$ cat config.mk
export PLATFORM = sky130hd
export DESIGN_NAME = pmwc_top
export DESIGN_NICKNAME = d
export VERILOG_FILES = /design/src/core/pmwc_pkg.sv /design/src/core/pmwc_tick_if.sv /design/src/core/pmwc_src_gate.sv /design/src/core/pmwc_predivider.sv /design/src/core/pmwc_top.sv
export SDC_FILE = /design/constraint.sdc
export NUM_CORES = 1
export LEC_CHECK = 0
export ABC_CLOCK_PERIOD_IN_PS = 2500
export BUFFER_PORTS_ARGS = -buffer_cell sky130_fd_sc_hd__buf_4
export CAP_MARGIN = 20
export CORE_MARGIN = 10
export CORE_UTILIZATION = 55
export DETAILED_ROUTE_END_ITERATION = 8
export GPL_ROUTABILITY_DRIVEN = 1
export PLACE_DENSITY = 0.8
export SYNTH_ARGS = -nofsm -noshare
export SYNTH_HDL_FRONTEND = slang
export SYNTH_SLANG_ARGS = --single-unit
$ cat constraint.sdc
create_clock -name clk_sys -period 2.5 [get_ports clk_sys]
set_input_delay 0.5 -clock clk_sys [delete_from_list [all_inputs] [get_ports clk_sys]]
set_output_delay 0.5 -clock clk_sys [all_outputs]
set_load 0.005 [all_outputs]
$ cat src/core/pmwc_pkg.sv
package pmwc_pkg;

    // --------------------------------------------------------------
    // register byte offsets
    // --------------------------------------------------------------
    localparam logic [7:0] OFS_CTL = 8'h00;
    localparam logic [7:0] OFS_IV = 8'h04;
    localparam logic [7:0] OFS_MOD = 8'h08;
    localparam logic [7:0] OFS_CNT = 8'h0c;
    localparam logic [7:0] OFS_STAT = 8'h10;
    localparam logic [7:0] OFS_IEN = 8'h14;
    localparam logic [7:0] OFS_ICLR = 8'h18;

    // --------------------------------------------------------------
    // field positions
    // --------------------------------------------------------------
    localparam int CTL_FLAG = 0;
    localparam int CTL_IE = 1;
    localparam int CTL_SR = 2;
    localparam int CTL_SS_LO = 4;
    localparam int CTL_PS_LO = 8;
    localparam int EVT_OVF = 0;
    localparam int EVT_SRST = 1;
    localparam int EVT_W = 2;

    // --------------------------------------------------------------
    // reset and read values
    // --------------------------------------------------------------
    localparam logic [15:0] MOD_RESET = 16'hbeef;
    localparam logic [15:0] CNT_RESET = 16'h0000;
    localparam logic [15:0] IV_NONE = 16'h0000;
    localparam logic [15:0] IV_OVF = 16'h0002;

    // --------------------------------------------------------------
    // predivider terminal counts (ratio minus one)
    // --------------------------------------------------------------
    localparam logic [9:0] LAST_D1 = 10'd0;
    localparam logic [9:0] LAST_D10 = 10'd9;
    localparam logic [9:0] LAST_D100 = 10'd99;
    localparam logic [9:0] LAST_D1000 = 10'd999;
    localparam logic [9:0] LAST_D16 = 10'd15;
    localparam logic [9:0] LAST_D64 = 10'd63;
    localparam logic [9:0] LAST_D256 = 10'd255;
    localparam logic [9:0] LAST_D1024 = 10'd1023;

    typedef enum logic [1:0] {
        PMWC_SS_OFF = 2'b00,
        PMWC_SS_DEV = 2'b01,
        PMWC_SS_XTAL = 2'b10,
        PMWC_SS_VLO = 2'b11
    } pmwc_src_t;

    typedef enum logic [2:0] {
        PMWC_PS_D1 = 3'b000,
        PMWC_PS_D10 = 3'b001,
        PMWC_PS_D100 = 3'b010,
        PMWC_PS_D1000 = 3'b011,
        PMWC_PS_D16 = 3'b100,
        PMWC_PS_D64 = 3'b101,
        PMWC_PS_D256 = 3'b110,
        PMWC_PS_D1024 = 3'b111
    } pmwc_div_t;

    typedef enum logic [2:0] {
        PMWC_PM_ACTIVE = 3'b000,
        PMWC_PM_LOW_POWER_MODE_0 = 3'b001,
        PMWC_PM_LPM1 = 3'b010,
        PMWC_PM_LPM2 = 3'b011,
        PMWC_PM_LOW_POWER_MODE_3 = 3'b100,
        PMWC_PM_SHUT_A = 3'b101,
        PMWC_PM_SHUT_B = 3'b110
    } pmwc_pwr_t;

endpackage

$ cat src/core/pmwc_tick_if.sv
interface pmwc_tick_if;
    logic src_tick;
    logic div_tick;
    logic div_clr;
    logic [2:0] div_sel;

    modport gate (output src_tick);
    modport div (input src_tick, input div_sel, input div_clr, output div_tick);
    modport core (input div_tick, output div_sel, output div_clr);
endinterface

$ cat src/core/pmwc_src_gate.sv
module pmwc_src_gate #(
    parameter bit DEV_IS_AUX = 1'b0
) (
    input logic clk_sys,
    input logic rst_b,
    input logic src_subsystem,
    input logic src_auxiliary,
    input logic src_crystal,
    input logic src_very_low_osc,
    input logic [1:0] clock_source_select,
    input logic [2:0] pwr_mode,
    pmwc_tick_if.gate tk
);

    // --------------------------------------------------------------
    // which source may run in which power mode
    // --------------------------------------------------------------
    function automatic logic mode_ok(input logic [1:0] ss, input logic [2:0] pm, input logic aux);
        mode_ok = 1'b0;
        if (pm == pmwc_pkg::PMWC_PM_SHUT_B) begin
            mode_ok = 1'b0;
        end else if (ss == pmwc_pkg::PMWC_SS_XTAL || ss == pmwc_pkg::PMWC_SS_VLO) begin
            mode_ok = 1'b1;
        end else if (ss == pmwc_pkg::PMWC_SS_DEV && pm != pmwc_pkg::PMWC_PM_SHUT_A) begin
            if (aux) begin
                mode_ok = (pm <= pmwc_pkg::PMWC_PM_LOW_POWER_MODE_3);
            end else begin
                mode_ok = (pm <= pmwc_pkg::PMWC_PM_LOW_POWER_MODE_0);
            end
        end
    endfunction

    logic sel_lvl;
    logic sel_prev;

    always_comb begin
        sel_lvl = 1'b0;
        case (clock_source_select)
            pmwc_pkg::PMWC_SS_DEV: sel_lvl = DEV_IS_AUX ? src_auxiliary : src_subsystem;
            pmwc_pkg::PMWC_SS_XTAL: sel_lvl = src_crystal;
            pmwc_pkg::PMWC_SS_VLO: sel_lvl = src_very_low_osc;
            default: sel_lvl = 1'b0;
        endcase
    end

    // a source switch may look like an edge; software resets after it
    always_ff @(posedge clk_sys) begin
        if (!rst_b) begin
            sel_prev <= 1'b0;
        end else begin
            sel_prev <= sel_lvl;
        end
    end

    assign tk.src_tick = sel_lvl & ~sel_prev & mode_ok(clock_source_select, pwr_mode, DEV_IS_AUX);

    a_shut_b_stop: assert property (@(posedge clk_sys) disable iff (!rst_b)
        pwr_mode == pmwc_pkg::PMWC_PM_SHUT_B |-> !tk.src_tick)
        else $error("source tick in deepest shutdown");
    a_shut_a_dev: assert property (@(posedge clk_sys) disable iff (!rst_b)
        (pwr_mode == pmwc_pkg::PMWC_PM_SHUT_A && clock_source_select == pmwc_pkg::PMWC_SS_DEV)
        |-> !tk.src_tick)
        else $error("device clock ticked in shutdown a");

endmodule

$ cat src/core/pmwc_predivider.sv
module pmwc_predivider #(
    parameter int CNT_W = 10
) (
    input logic clk_sys,
    input logic rst_b,
    pmwc_tick_if.div tk
);

    function automatic logic [9:0] div_last(input logic [2:0] sel);
        div_last = pmwc_pkg::LAST_D1;
        case (sel)
            pmwc_pkg::PMWC_PS_D10: div_last = pmwc_pkg::LAST_D10;
            pmwc_pkg::PMWC_PS_D100: div_last = pmwc_pkg::LAST_D100;
            pmwc_pkg::PMWC_PS_D1000: div_last = pmwc_pkg::LAST_D1000;
            pmwc_pkg::PMWC_PS_D16: div_last = pmwc_pkg::LAST_D16;
            pmwc_pkg::PMWC_PS_D64: div_last = pmwc_pkg::LAST_D64;
            pmwc_pkg::PMWC_PS_D256: div_last = pmwc_pkg::LAST_D256;
            pmwc_pkg::PMWC_PS_D1024: div_last = pmwc_pkg::LAST_D1024;
            default: div_last = pmwc_pkg::LAST_D1;
        endcase
    endfunction

    logic [CNT_W-1:0] pre_cnt;
    logic at_last;

    assign at_last = (pre_cnt >= CNT_W'(div_last(tk.div_sel)));

    always_ff @(posedge clk_sys) begin
        if (!rst_b || tk.div_clr) begin
            pre_cnt <= '0;
        end else if (tk.src_tick) begin
            pre_cnt <= at_last ? '0 : CNT_W'(pre_cnt + 1'b1);
        end
    end

    always_ff @(posedge clk_sys) begin
        if (!rst_b || tk.div_clr) begin
            tk.div_tick <= 1'b0;
        end else begin
            tk.div_tick <= tk.src_tick & at_last;
        end
    end

    a_pass_direct: assert property (@(posedge clk_sys) disable iff (!rst_b)
        (tk.div_sel == pmwc_pkg::PMWC_PS_D1 && tk.src_tick && !tk.div_clr) |=> tk.div_tick)
        else $error("passthrough did not forward the source tick");

endmodule

$ cat src/core/pmwc_top.sv
// Implementation choices: the address map and the APB slave port.
module pmwc_top #(
    parameter bit DEV_IS_AUX = 1'b0,
    parameter int PRE_W = 10
) (
    input logic clk_sys,
    input logic rst_b,
    input logic psel,
    input logic penable,
    input logic pwrite,
    input logic [7:0] paddr,
    input logic [31:0] pwdata,
    output logic [31:0] prdata,
    output logic pready,
    output logic pslverr,
    input logic src_subsystem,
    input logic src_auxiliary,
    input logic src_crystal,
    input logic src_very_low_osc,
    input logic [2:0] pwr_mode,
    output logic irq,
    output logic overflow_trigger
);

    // --------------------------------------------------------------
    // register and state storage
    // --------------------------------------------------------------
    logic overflow_irq_enable;
    logic [1:0] clock_source_select;
    logic [2:0] predivider_select;
    logic [15:0] modulo_value;
    logic [15:0] shadow;
    logic [15:0] count;
    logic overflow_flag;
    logic [pmwc_pkg::EVT_W-1:0] evt_stat;
    logic [pmwc_pkg::EVT_W-1:0] evt_en;

    // --------------------------------------------------------------
    // bus phases
    // --------------------------------------------------------------
    logic setup;
    logic access;
    logic wr;
    logic rd;
    logic srst;
    logic ovf;
    logic next_irq;

    pmwc_tick_if tk ();

    function automatic logic is_mapped(input logic [7:0] a);
        is_mapped = 1'b0;
        if (a == pmwc_pkg::OFS_CTL) begin
            is_mapped = 1'b1;
        end else if (a == pmwc_pkg::OFS_IV) begin
            is_mapped = 1'b1;
        end else if (a == pmwc_pkg::OFS_MOD) begin
            is_mapped = 1'b1;
        end else if (a == pmwc_pkg::OFS_CNT) begin
            is_mapped = 1'b1;
        end else if (a == pmwc_pkg::OFS_STAT) begin
            is_mapped = 1'b1;
        end else if (a == pmwc_pkg::OFS_IEN) begin
            is_mapped = 1'b1;
        end else if (a == pmwc_pkg::OFS_ICLR) begin
            is_mapped = 1'b1;
        end
    endfunction

    assign setup = psel & ~penable;
    assign access = psel & penable;
    assign wr = access & pwrite & is_mapped(paddr);
    assign rd = access & ~pwrite;

    // zero wait states: read data is caught in the setup cycle
    assign pready = access;
    assign pslverr = access & ~is_mapped(paddr);

    // --------------------------------------------------------------
    // clock source, gating and predivider
    // --------------------------------------------------------------
    pmwc_src_gate #(
        .DEV_IS_AUX(DEV_IS_AUX)
    ) u_gate (
        .clk_sys(clk_sys),
        .rst_b(rst_b),
        .src_subsystem(src_subsystem),
        .src_auxiliary(src_auxiliary),
        .src_crystal(src_crystal),
        .src_very_low_osc(src_very_low_osc),
        .clock_source_select(clock_source_select),
        .pwr_mode(pwr_mode),
        .tk(tk.gate)
    );

    pmwc_predivider #(
        .CNT_W(PRE_W)
    ) u_div (
        .clk_sys(clk_sys),
        .rst_b(rst_b),
        .tk(tk.div)
    );

    assign tk.div_sel = predivider_select;
    // soft reset also restarts the divider phase
    assign tk.div_clr = srst;

    // --------------------------------------------------------------
    // control register
    // --------------------------------------------------------------
    assign srst = wr & (paddr == pmwc_pkg::OFS_CTL) & pwdata[pmwc_pkg::CTL_SR];

    always_ff @(posedge clk_sys) begin
        if (!rst_b) begin
            overflow_irq_enable <= 1'b0;
            clock_source_select <= pmwc_pkg::PMWC_SS_OFF;
            predivider_select <= pmwc_pkg::PMWC_PS_D1;
        end else if (wr && paddr == pmwc_pkg::OFS_CTL) begin
            overflow_irq_enable <= pwdata[pmwc_pkg::CTL_IE];
            clock_source_select <= pwdata[pmwc_pkg::CTL_SS_LO +: 2];
            predivider_select <= pwdata[pmwc_pkg::CTL_PS_LO +: 3];
        end
    end

    // --------------------------------------------------------------
    // modulo and shadow
    // --------------------------------------------------------------
    always_ff @(posedge clk_sys) begin
        if (!rst_b) begin
            modulo_value <= pmwc_pkg::MOD_RESET;
        end else if (wr && paddr == pmwc_pkg::OFS_MOD) begin
            modulo_value <= pwdata[15:0];
        end
    end

    // the shadow takes the modulo value only on an overflow or a soft reset, so a modulo write does not disturb the count
    always_ff @(posedge clk_sys) begin
        if (!rst_b) begin
            shadow <= pmwc_pkg::MOD_RESET;
        end else if (ovf || srst) begin
            shadow <= modulo_value;
        end
    end

    // --------------------------------------------------------------
    // counter and compare
    // --------------------------------------------------------------
    assign ovf = tk.div_tick & (count == shadow) & ~srst;

    always_ff @(posedge clk_sys) begin
        if (!rst_b) begin
            count <= pmwc_pkg::CNT_RESET;
        end else if (srst) begin
            count <= pmwc_pkg::CNT_RESET;
        end else if (ovf) begin
            count <= pmwc_pkg::CNT_RESET;
        end else if (tk.div_tick) begin
            count <= 16'(count + 16'h0001);
        end
    end

    always_ff @(posedge clk_sys) begin
        if (!rst_b) begin
            overflow_trigger <= 1'b0;
        end else begin
            overflow_trigger <= ovf;
        end
    end

    // --------------------------------------------------------------
    // overflow flag and event status
    // --------------------------------------------------------------
    // clear only when the read returned the flag; a set in the same cycle wins
    always_ff @(posedge clk_sys) begin
        if (!rst_b) begin
            overflow_flag <= 1'b0;
        end else if (ovf) begin
            overflow_flag <= 1'b1;
        end else if (rd && paddr == pmwc_pkg::OFS_IV && prdata[1]) begin
            overflow_flag <= 1'b0;
        end
    end

    always_ff @(posedge clk_sys) begin
        if (!rst_b) begin
            evt_stat <= '0;
        end else begin
            for (int i = 0; i < pmwc_pkg::EVT_W; i++) begin
                if ((i == pmwc_pkg::EVT_OVF && ovf) || (i == pmwc_pkg::EVT_SRST && srst)) begin
                    evt_stat[i] <= 1'b1;
                end else if (wr && paddr == pmwc_pkg::OFS_ICLR && pwdata[i]) begin
                    evt_stat[i] <= 1'b0;
                end
            end
        end
    end

    always_ff @(posedge clk_sys) begin
        if (!rst_b) begin
            evt_en <= '0;
        end else if (wr && paddr == pmwc_pkg::OFS_IEN) begin
            evt_en <= pwdata[pmwc_pkg::EVT_W-1:0];
        end
    end

    // --------------------------------------------------------------
    // interrupt output
    // --------------------------------------------------------------
    assign next_irq = (overflow_flag & overflow_irq_enable) | (|(evt_stat & evt_en));

    always_ff @(posedge clk_sys) begin
        if (!rst_b) begin
            irq <= 1'b0;
        end else begin
            irq <= next_irq;
        end
    end

    // --------------------------------------------------------------
    // read data, caught in the setup cycle
    // --------------------------------------------------------------
    always_ff @(posedge clk_sys) begin
        if (!rst_b) begin
            prdata <= 32'h0000_0000;
        end else if (setup && !pwrite) begin
            if (paddr == pmwc_pkg::OFS_CTL) begin
                prdata <= 32'h0000_0000;
                prdata[pmwc_pkg::CTL_FLAG] <= overflow_flag;
                prdata[pmwc_pkg::CTL_IE] <= overflow_irq_enable;
                prdata[pmwc_pkg::CTL_SS_LO +: 2] <= clock_source_select;
                prdata[pmwc_pkg::CTL_PS_LO +: 3] <= predivider_select;
            end else if (paddr == pmwc_pkg::OFS_IV) begin
                prdata <= {16'h0000, overflow_flag ? pmwc_pkg::IV_OVF : pmwc_pkg::IV_NONE};
            end else if (paddr == pmwc_pkg::OFS_MOD) begin
                prdata <= {16'h0000, modulo_value};
            end else if (paddr == pmwc_pkg::OFS_CNT) begin
                prdata <= {16'h0000, count};
            end else if (paddr == pmwc_pkg::OFS_STAT) begin
                prdata <= {30'h0000_0000, evt_stat};
            end else if (paddr == pmwc_pkg::OFS_IEN) begin
                prdata <= {30'h0000_0000, evt_en};
            end else begin
                prdata <= 32'h0000_0000;
            end
        end
    end

    // --------------------------------------------------------------
    // checks
    // --------------------------------------------------------------
    a_wrap_to_zero: assert property (@(posedge clk_sys) disable iff (!rst_b)
        ovf |=> (count == 16'h0000) && overflow_trigger)
        else $error("overflow did not clear the count");

    a_shadow_reload: assert property (@(posedge clk_sys) disable iff (!rst_b)
        (ovf || srst) |=> shadow == $past(modulo_value))
        else $error("shadow did not reload from modulo");

    a_srst_quiet: assert property (@(posedge clk_sys) disable iff (!rst_b)
        srst |=> (count == 16'h0000) && !overflow_trigger)
        else $error("soft reset left count or pulsed trigger");

    a_flag_set_hold: assert property (@(posedge clk_sys) disable iff (!rst_b)
        ovf |=> overflow_flag ##1 (overflow_flag || $past(rd && paddr == pmwc_pkg::OFS_IV)))
        else $error("overflow flag lost without vector read");

    a_trig_single: assert property (@(posedge clk_sys) disable iff (!rst_b)
        overflow_trigger |=> !overflow_trigger)
        else $error("trigger longer than one cycle");

    a_irq_gated: assert property (@(posedge clk_sys) disable iff (!rst_b)
        (!overflow_irq_enable && evt_en == '0) |=> !irq)
        else $error("interrupt without enable");

    a_cnt_step: assert property (@(posedge clk_sys) disable iff (!rst_b)
        (tk.div_tick && !ovf && !srst) |=> count == 16'($past(count) + 16'h0001))
        else $error("count did not step by one");

    a_cnt_hold: assert property (@(posedge clk_sys) disable iff (!rst_b)
        (!tk.div_tick && !srst) |=> $stable(count))
        else $error("count moved without a tick");

    a_cnt_ro: assert property (@(posedge clk_sys) disable iff (!rst_b)
        (wr && paddr == pmwc_pkg::OFS_CNT && !tk.div_tick) |=> $stable(count))
        else $error("count taken from a bus write");

    a_flag_sets: assert property (@(posedge clk_sys) disable iff (!rst_b)
        ovf |=> overflow_flag)
        else $error("overflow did not set the flag");

    a_flag_clear: assert property (@(posedge clk_sys) disable iff (!rst_b)
        (rd && paddr == pmwc_pkg::OFS_IV && prdata[1] && !ovf) |=> !overflow_flag)
        else $error("vector read left the flag set");

    a_flag_keep: assert property (@(posedge clk_sys) disable iff (!rst_b)
        (overflow_flag && !(rd && paddr == pmwc_pkg::OFS_IV)) |=> overflow_flag)
        else $error("flag dropped without a vector read");

    a_srst_no_flag: assert property (@(posedge clk_sys) disable iff (!rst_b)
        (srst && !overflow_flag) |=> !overflow_flag)
        else $error("soft reset raised the flag");

    a_mod_write: assert property (@(posedge clk_sys) disable iff (!rst_b)
        (wr && paddr == pmwc_pkg::OFS_MOD) |=> modulo_value == $past(pwdata[15:0]))
        else $error("modulo write lost");

    // shadow may only move on a reload, else a rewrite would cut the period short
    a_shadow_still: assert property (@(posedge clk_sys) disable iff (!rst_b)
        !(ovf || srst) |=> $stable(shadow))
        else $error("shadow changed outside a reload");

    a_trig_cause: assert property (@(posedge clk_sys) disable iff (!rst_b)
        overflow_trigger |-> $past(tk.div_tick && count == shadow && !srst))
        else $error("trigger without a compare match");

    a_irq_raise: assert property (@(posedge clk_sys) disable iff (!rst_b)
        (overflow_flag && overflow_irq_enable) |=> irq)
        else $error("enabled flag gave no interrupt");

    a_src_write: assert property (@(posedge clk_sys) disable iff (!rst_b)
        (wr && paddr == pmwc_pkg::OFS_CTL) |=> clock_source_select == $past(pwdata[pmwc_pkg::CTL_SS_LO +: 2]))
        else $error("source select write lost");

    a_div_write: assert property (@(posedge clk_sys) disable iff (!rst_b)
        (wr && paddr == pmwc_pkg::OFS_CTL) |=> predivider_select == $past(pwdata[pmwc_pkg::CTL_PS_LO +: 3]))
        else $error("predivider select write lost");

endmodule

==> out/metrics.csv <==
stage;metric;value;unit
clock_network;cts-htree-levels;3;
power_and_ir_drop;switching_share;24.7;%
clock_network;cts_buffers;9;
sta;fmax;449;MHz
die;num_rows;32;
power_and_ir_drop;pwr-share-comb;5.6;%
power_and_ir_drop;p_clk_share;40.1;%
die;die-area;11900;sq um
placement;hpwl;7.54;mm
power_and_ir_drop;power.total;2.61;mW
global_route;grt_use_total;18.0;%
setup_path;end_kind;register;
layout;drive_gt1_share;17.2;%
synth;synth_top_area_share;40.9;%
synth;netlist_instances;491;
setup_path;path_max_fanout;10;
synth;synth_edf_count;0;
synth;yosys.area_share.adder;3.45;%
power_and_ir_drop;seq_power_share;54.3;%
clock_network;path_clk_slew;0.10;ns
clock_network;hold_buffers;0;
clock_network;cts.sinks;89;
synth;synthMuxAreaShare;5.51;%
setup_path;worst_path_max_delay_cell;dfxtp_1;
detailed_routing;routed_via_density;5.53;
detailed_routing;postRouteAntennaNets;0;
die;dieHeight;109;microns
sta;fin_crit_sh;89.1;%
placement;gp_congestion;0.906;
layout;num_antenna_cells;0;
power_and_ir_drop;p_leak;2.03;nW
worst_hold_path;hp-class;primary input to register;
synth;syn_area_per_cell;8.87;sq um
setup_path;crit_chain;a21oi_1 > ha_1 > a21o_1 > a21o_1 > a221oi_1 > o31ai_4 > nor2_1;
synth;yosys.area_share.simple;21.7;%
detailed_routing;wl_per_cell;16.0;microns
setup_path;critPathArrivalTime;2.52;ns
sta;tns;0;ns
sta;tightest_slew;0.571;ns
detailed_routing;vias;3575;
die;io_pins;88;
die;core_area;7730;sq um
power_and_ir_drop;powerDensity;523;nW/um^2
detailed_routing;dr.pass1.iters;6;
synth;synth_compound_area_share;13.2;%
synth;async_flop_share;0;%
synth;synth-seq-area-share;40.9;%
synth;yosys_warnings;0;
clock_network;cts_tree;built;
global_route;grt_max_degree;33;
sta;period_minus_slack;2.23;ns
clock_network;clk_latency;0.36;ns
sta;finalSetupViolCount;0;
sta;slew_headroom;61.6;%
clock_network;max-clock-path-buffers;2;
sta;hold_ws;0.333;ns
power_and_ir_drop;internal_power;1.97;mW
setup_path;cp_num_buf_inv;0;
clock_network;post_cts_buffers;0;
setup_path;cpPeakStageDelay;0.52;ns
run_status;outcome;finished, final reports clean;
layout;syn_to_final_growth;14.4;%
global_route;grt_pass1_wl;17.4;mm
synth;synth_top_family_by_area;simple AND/OR/NAND/NOR gates;
detailed_routing;drcViolationCount;0;
synth;synth.distinct_cells;57;
layout;layout.nets;604;
synth;synth_area;4360;sq um
power_and_ir_drop;switching_power;644;uW
detailed_routing;drt_iter0_drc;212;
layout;multiInputGateArea;2320;sq um
sta;rsz0062_at_grt;false;
clock_network;cts_resized;0;
die;start_util;56.4;%
global_route;antenna_found_initial;0;
synth;netlist_top_cells_area;dfxtp_1, mux2i_1, nand2_1;
global_route;gr-total-overflow;0;
job;maxCapViolCount;0;
layout;fillers;648;
die;die_x;109;microns
detailed_routing;wl;10.4;mm
synth;ys_ff_latch;89;
sta;hold_violations;0;
setup_path;cp_common_cell;a21o_1;
setup_path;cp_top_family;compound AO/OA/AOI/OAI gates;
clock_network;cts_root_buffer;clkbuf_8;
setup_path;cp-start-kind;register;
power_and_ir_drop;ir_drop;336;uV
sta;fin_skew;0.0117;ns
synth;synthFlopType;dfxtp_1;
global_route;grt_pass1_vias;3616;
synth;synth_xor_area_share;8.04;%
setup_path;required;2.80;ns
layout;seqCellArea;1780;sq um
synth;yosysTopAreaCell;dfxtp_1;
placement;port_buffers;54;
sta;slew_violations;0;
setup_path;worstSetupPathType;register to register;
==> final timing paths <==
check,slack (ns),cells past startpoint,endpoint,start
worst max-delay path,0.27,7,u_div.pre_cnt[5],predivider_select[2]
worst min-delay path,0.33,3,modulo_value[3],pwdata[3]
worst max register to register,0.27,7,u_div.pre_cnt[5],predivider_select[2]
worst min register to register,0.46,2,prdata[10],prdata[10]
==> through the flow <==
step                cells  utilization [%]  worst slack [ns]  cell area (sq um)
global route          647             64.5            0.0969               4990
CTS                   647             64.5             0.304               4990
floorplan             506                -             0.383               4410
global placement      631             61.8             0.196               4780
detailed placement    631             61.8             0.150               4780
finish                647             64.5             0.274               4990
==> power groups by stage <==
stage                     sequential [mW]  clock [mW]  combinational [mW]
after floorplan                      1.45           0              0.0960
after global placement               1.45           0               0.140
after detailed placement             1.45           0               0.142
after CTS                            1.42        1.07               0.143
after global routing                 1.42        1.13               0.156
final                                1.42        1.05               0.145
==> worst min-delay path: stages <==
cell and delay, ns:
buf_4 0.07, nand2_1 0.04, nand3_1 0.06
==> layout make-up <==
type | count | share of cell area (%)
Sequential cell | 89 | 35.7
Inverter | 12 | 0.903
Timing Repair Buffer | 67 | 10.1
Clock inverter | 7 | 1.73
Tap cell | 102 | 2.56
Clock buffer | 9 | 2.48
Multi-Input combinational cell | 361 | 46.5
==> placed cells by master, fill, tap and decap left out, types with 3 or more instances in the layout <==
cell       Yosys  routed
a21o_1         3       3
a21oi_1       18      18
a2bb2oi_1     14      14
and3_1         7       7
and4_1         3       3
buf_4         18      67
clkbuf_8       0       9
conb_1         1      16
dfxtp_1       89      89
ha_1          12      12
inv_1         12      12
mux2i_1       24      24
nand2_1       60      60
nand3_1       36      36
nand4_1       12      12
nor2_1        49      49
nor3_1         4       4
o21ai_0        6       6
o22a_1        13      13
o22ai_1        4       4
or3_1          3       3
xnor2_1       22      22
xor2_1        18      18
==> registers in the layout (all words and copies together), names as in the netlist, 2 cells and up <==
signal / count
evt_en: 2
shadow: 16
u_div.pre_cnt: 10
evt_stat: 2
predivider_select: 3
count: 16
modulo_value: 16
clock_source_select: 2
prdata: 16
==> synth_stat cells (all sizes together) (13+ instances only) <==
cell type   n
buf        28
a2bb2oi    14
nand2      60
xnor2      22
mux2i      24
nor2       50
nand3      36
xor2       18
dfxtp      89
o22a       13
a21oi      18
clkbuf     16
==> cell families after synthesis <==
kind of cell	count (synthesis)
simple gates	195
flops	89
compound gates	74
buf+inv	56
xor+xnor	40
mux	24
fa+ha+maj	12
other cells	1
==> metal layers <==
layer | routed length (microns) | GRT usage [%] | part of all wire [%]
met5 | 0 | 0 | 0
met4 | 116 | 5.84 | 1.1
met3 | 619 | 4.13 | 6.0
met2 | 5030 | 30.8 | 49
met1 | 4600 | 21.7 | 44
Note: power is estimated with default switching activity, not from simulation.
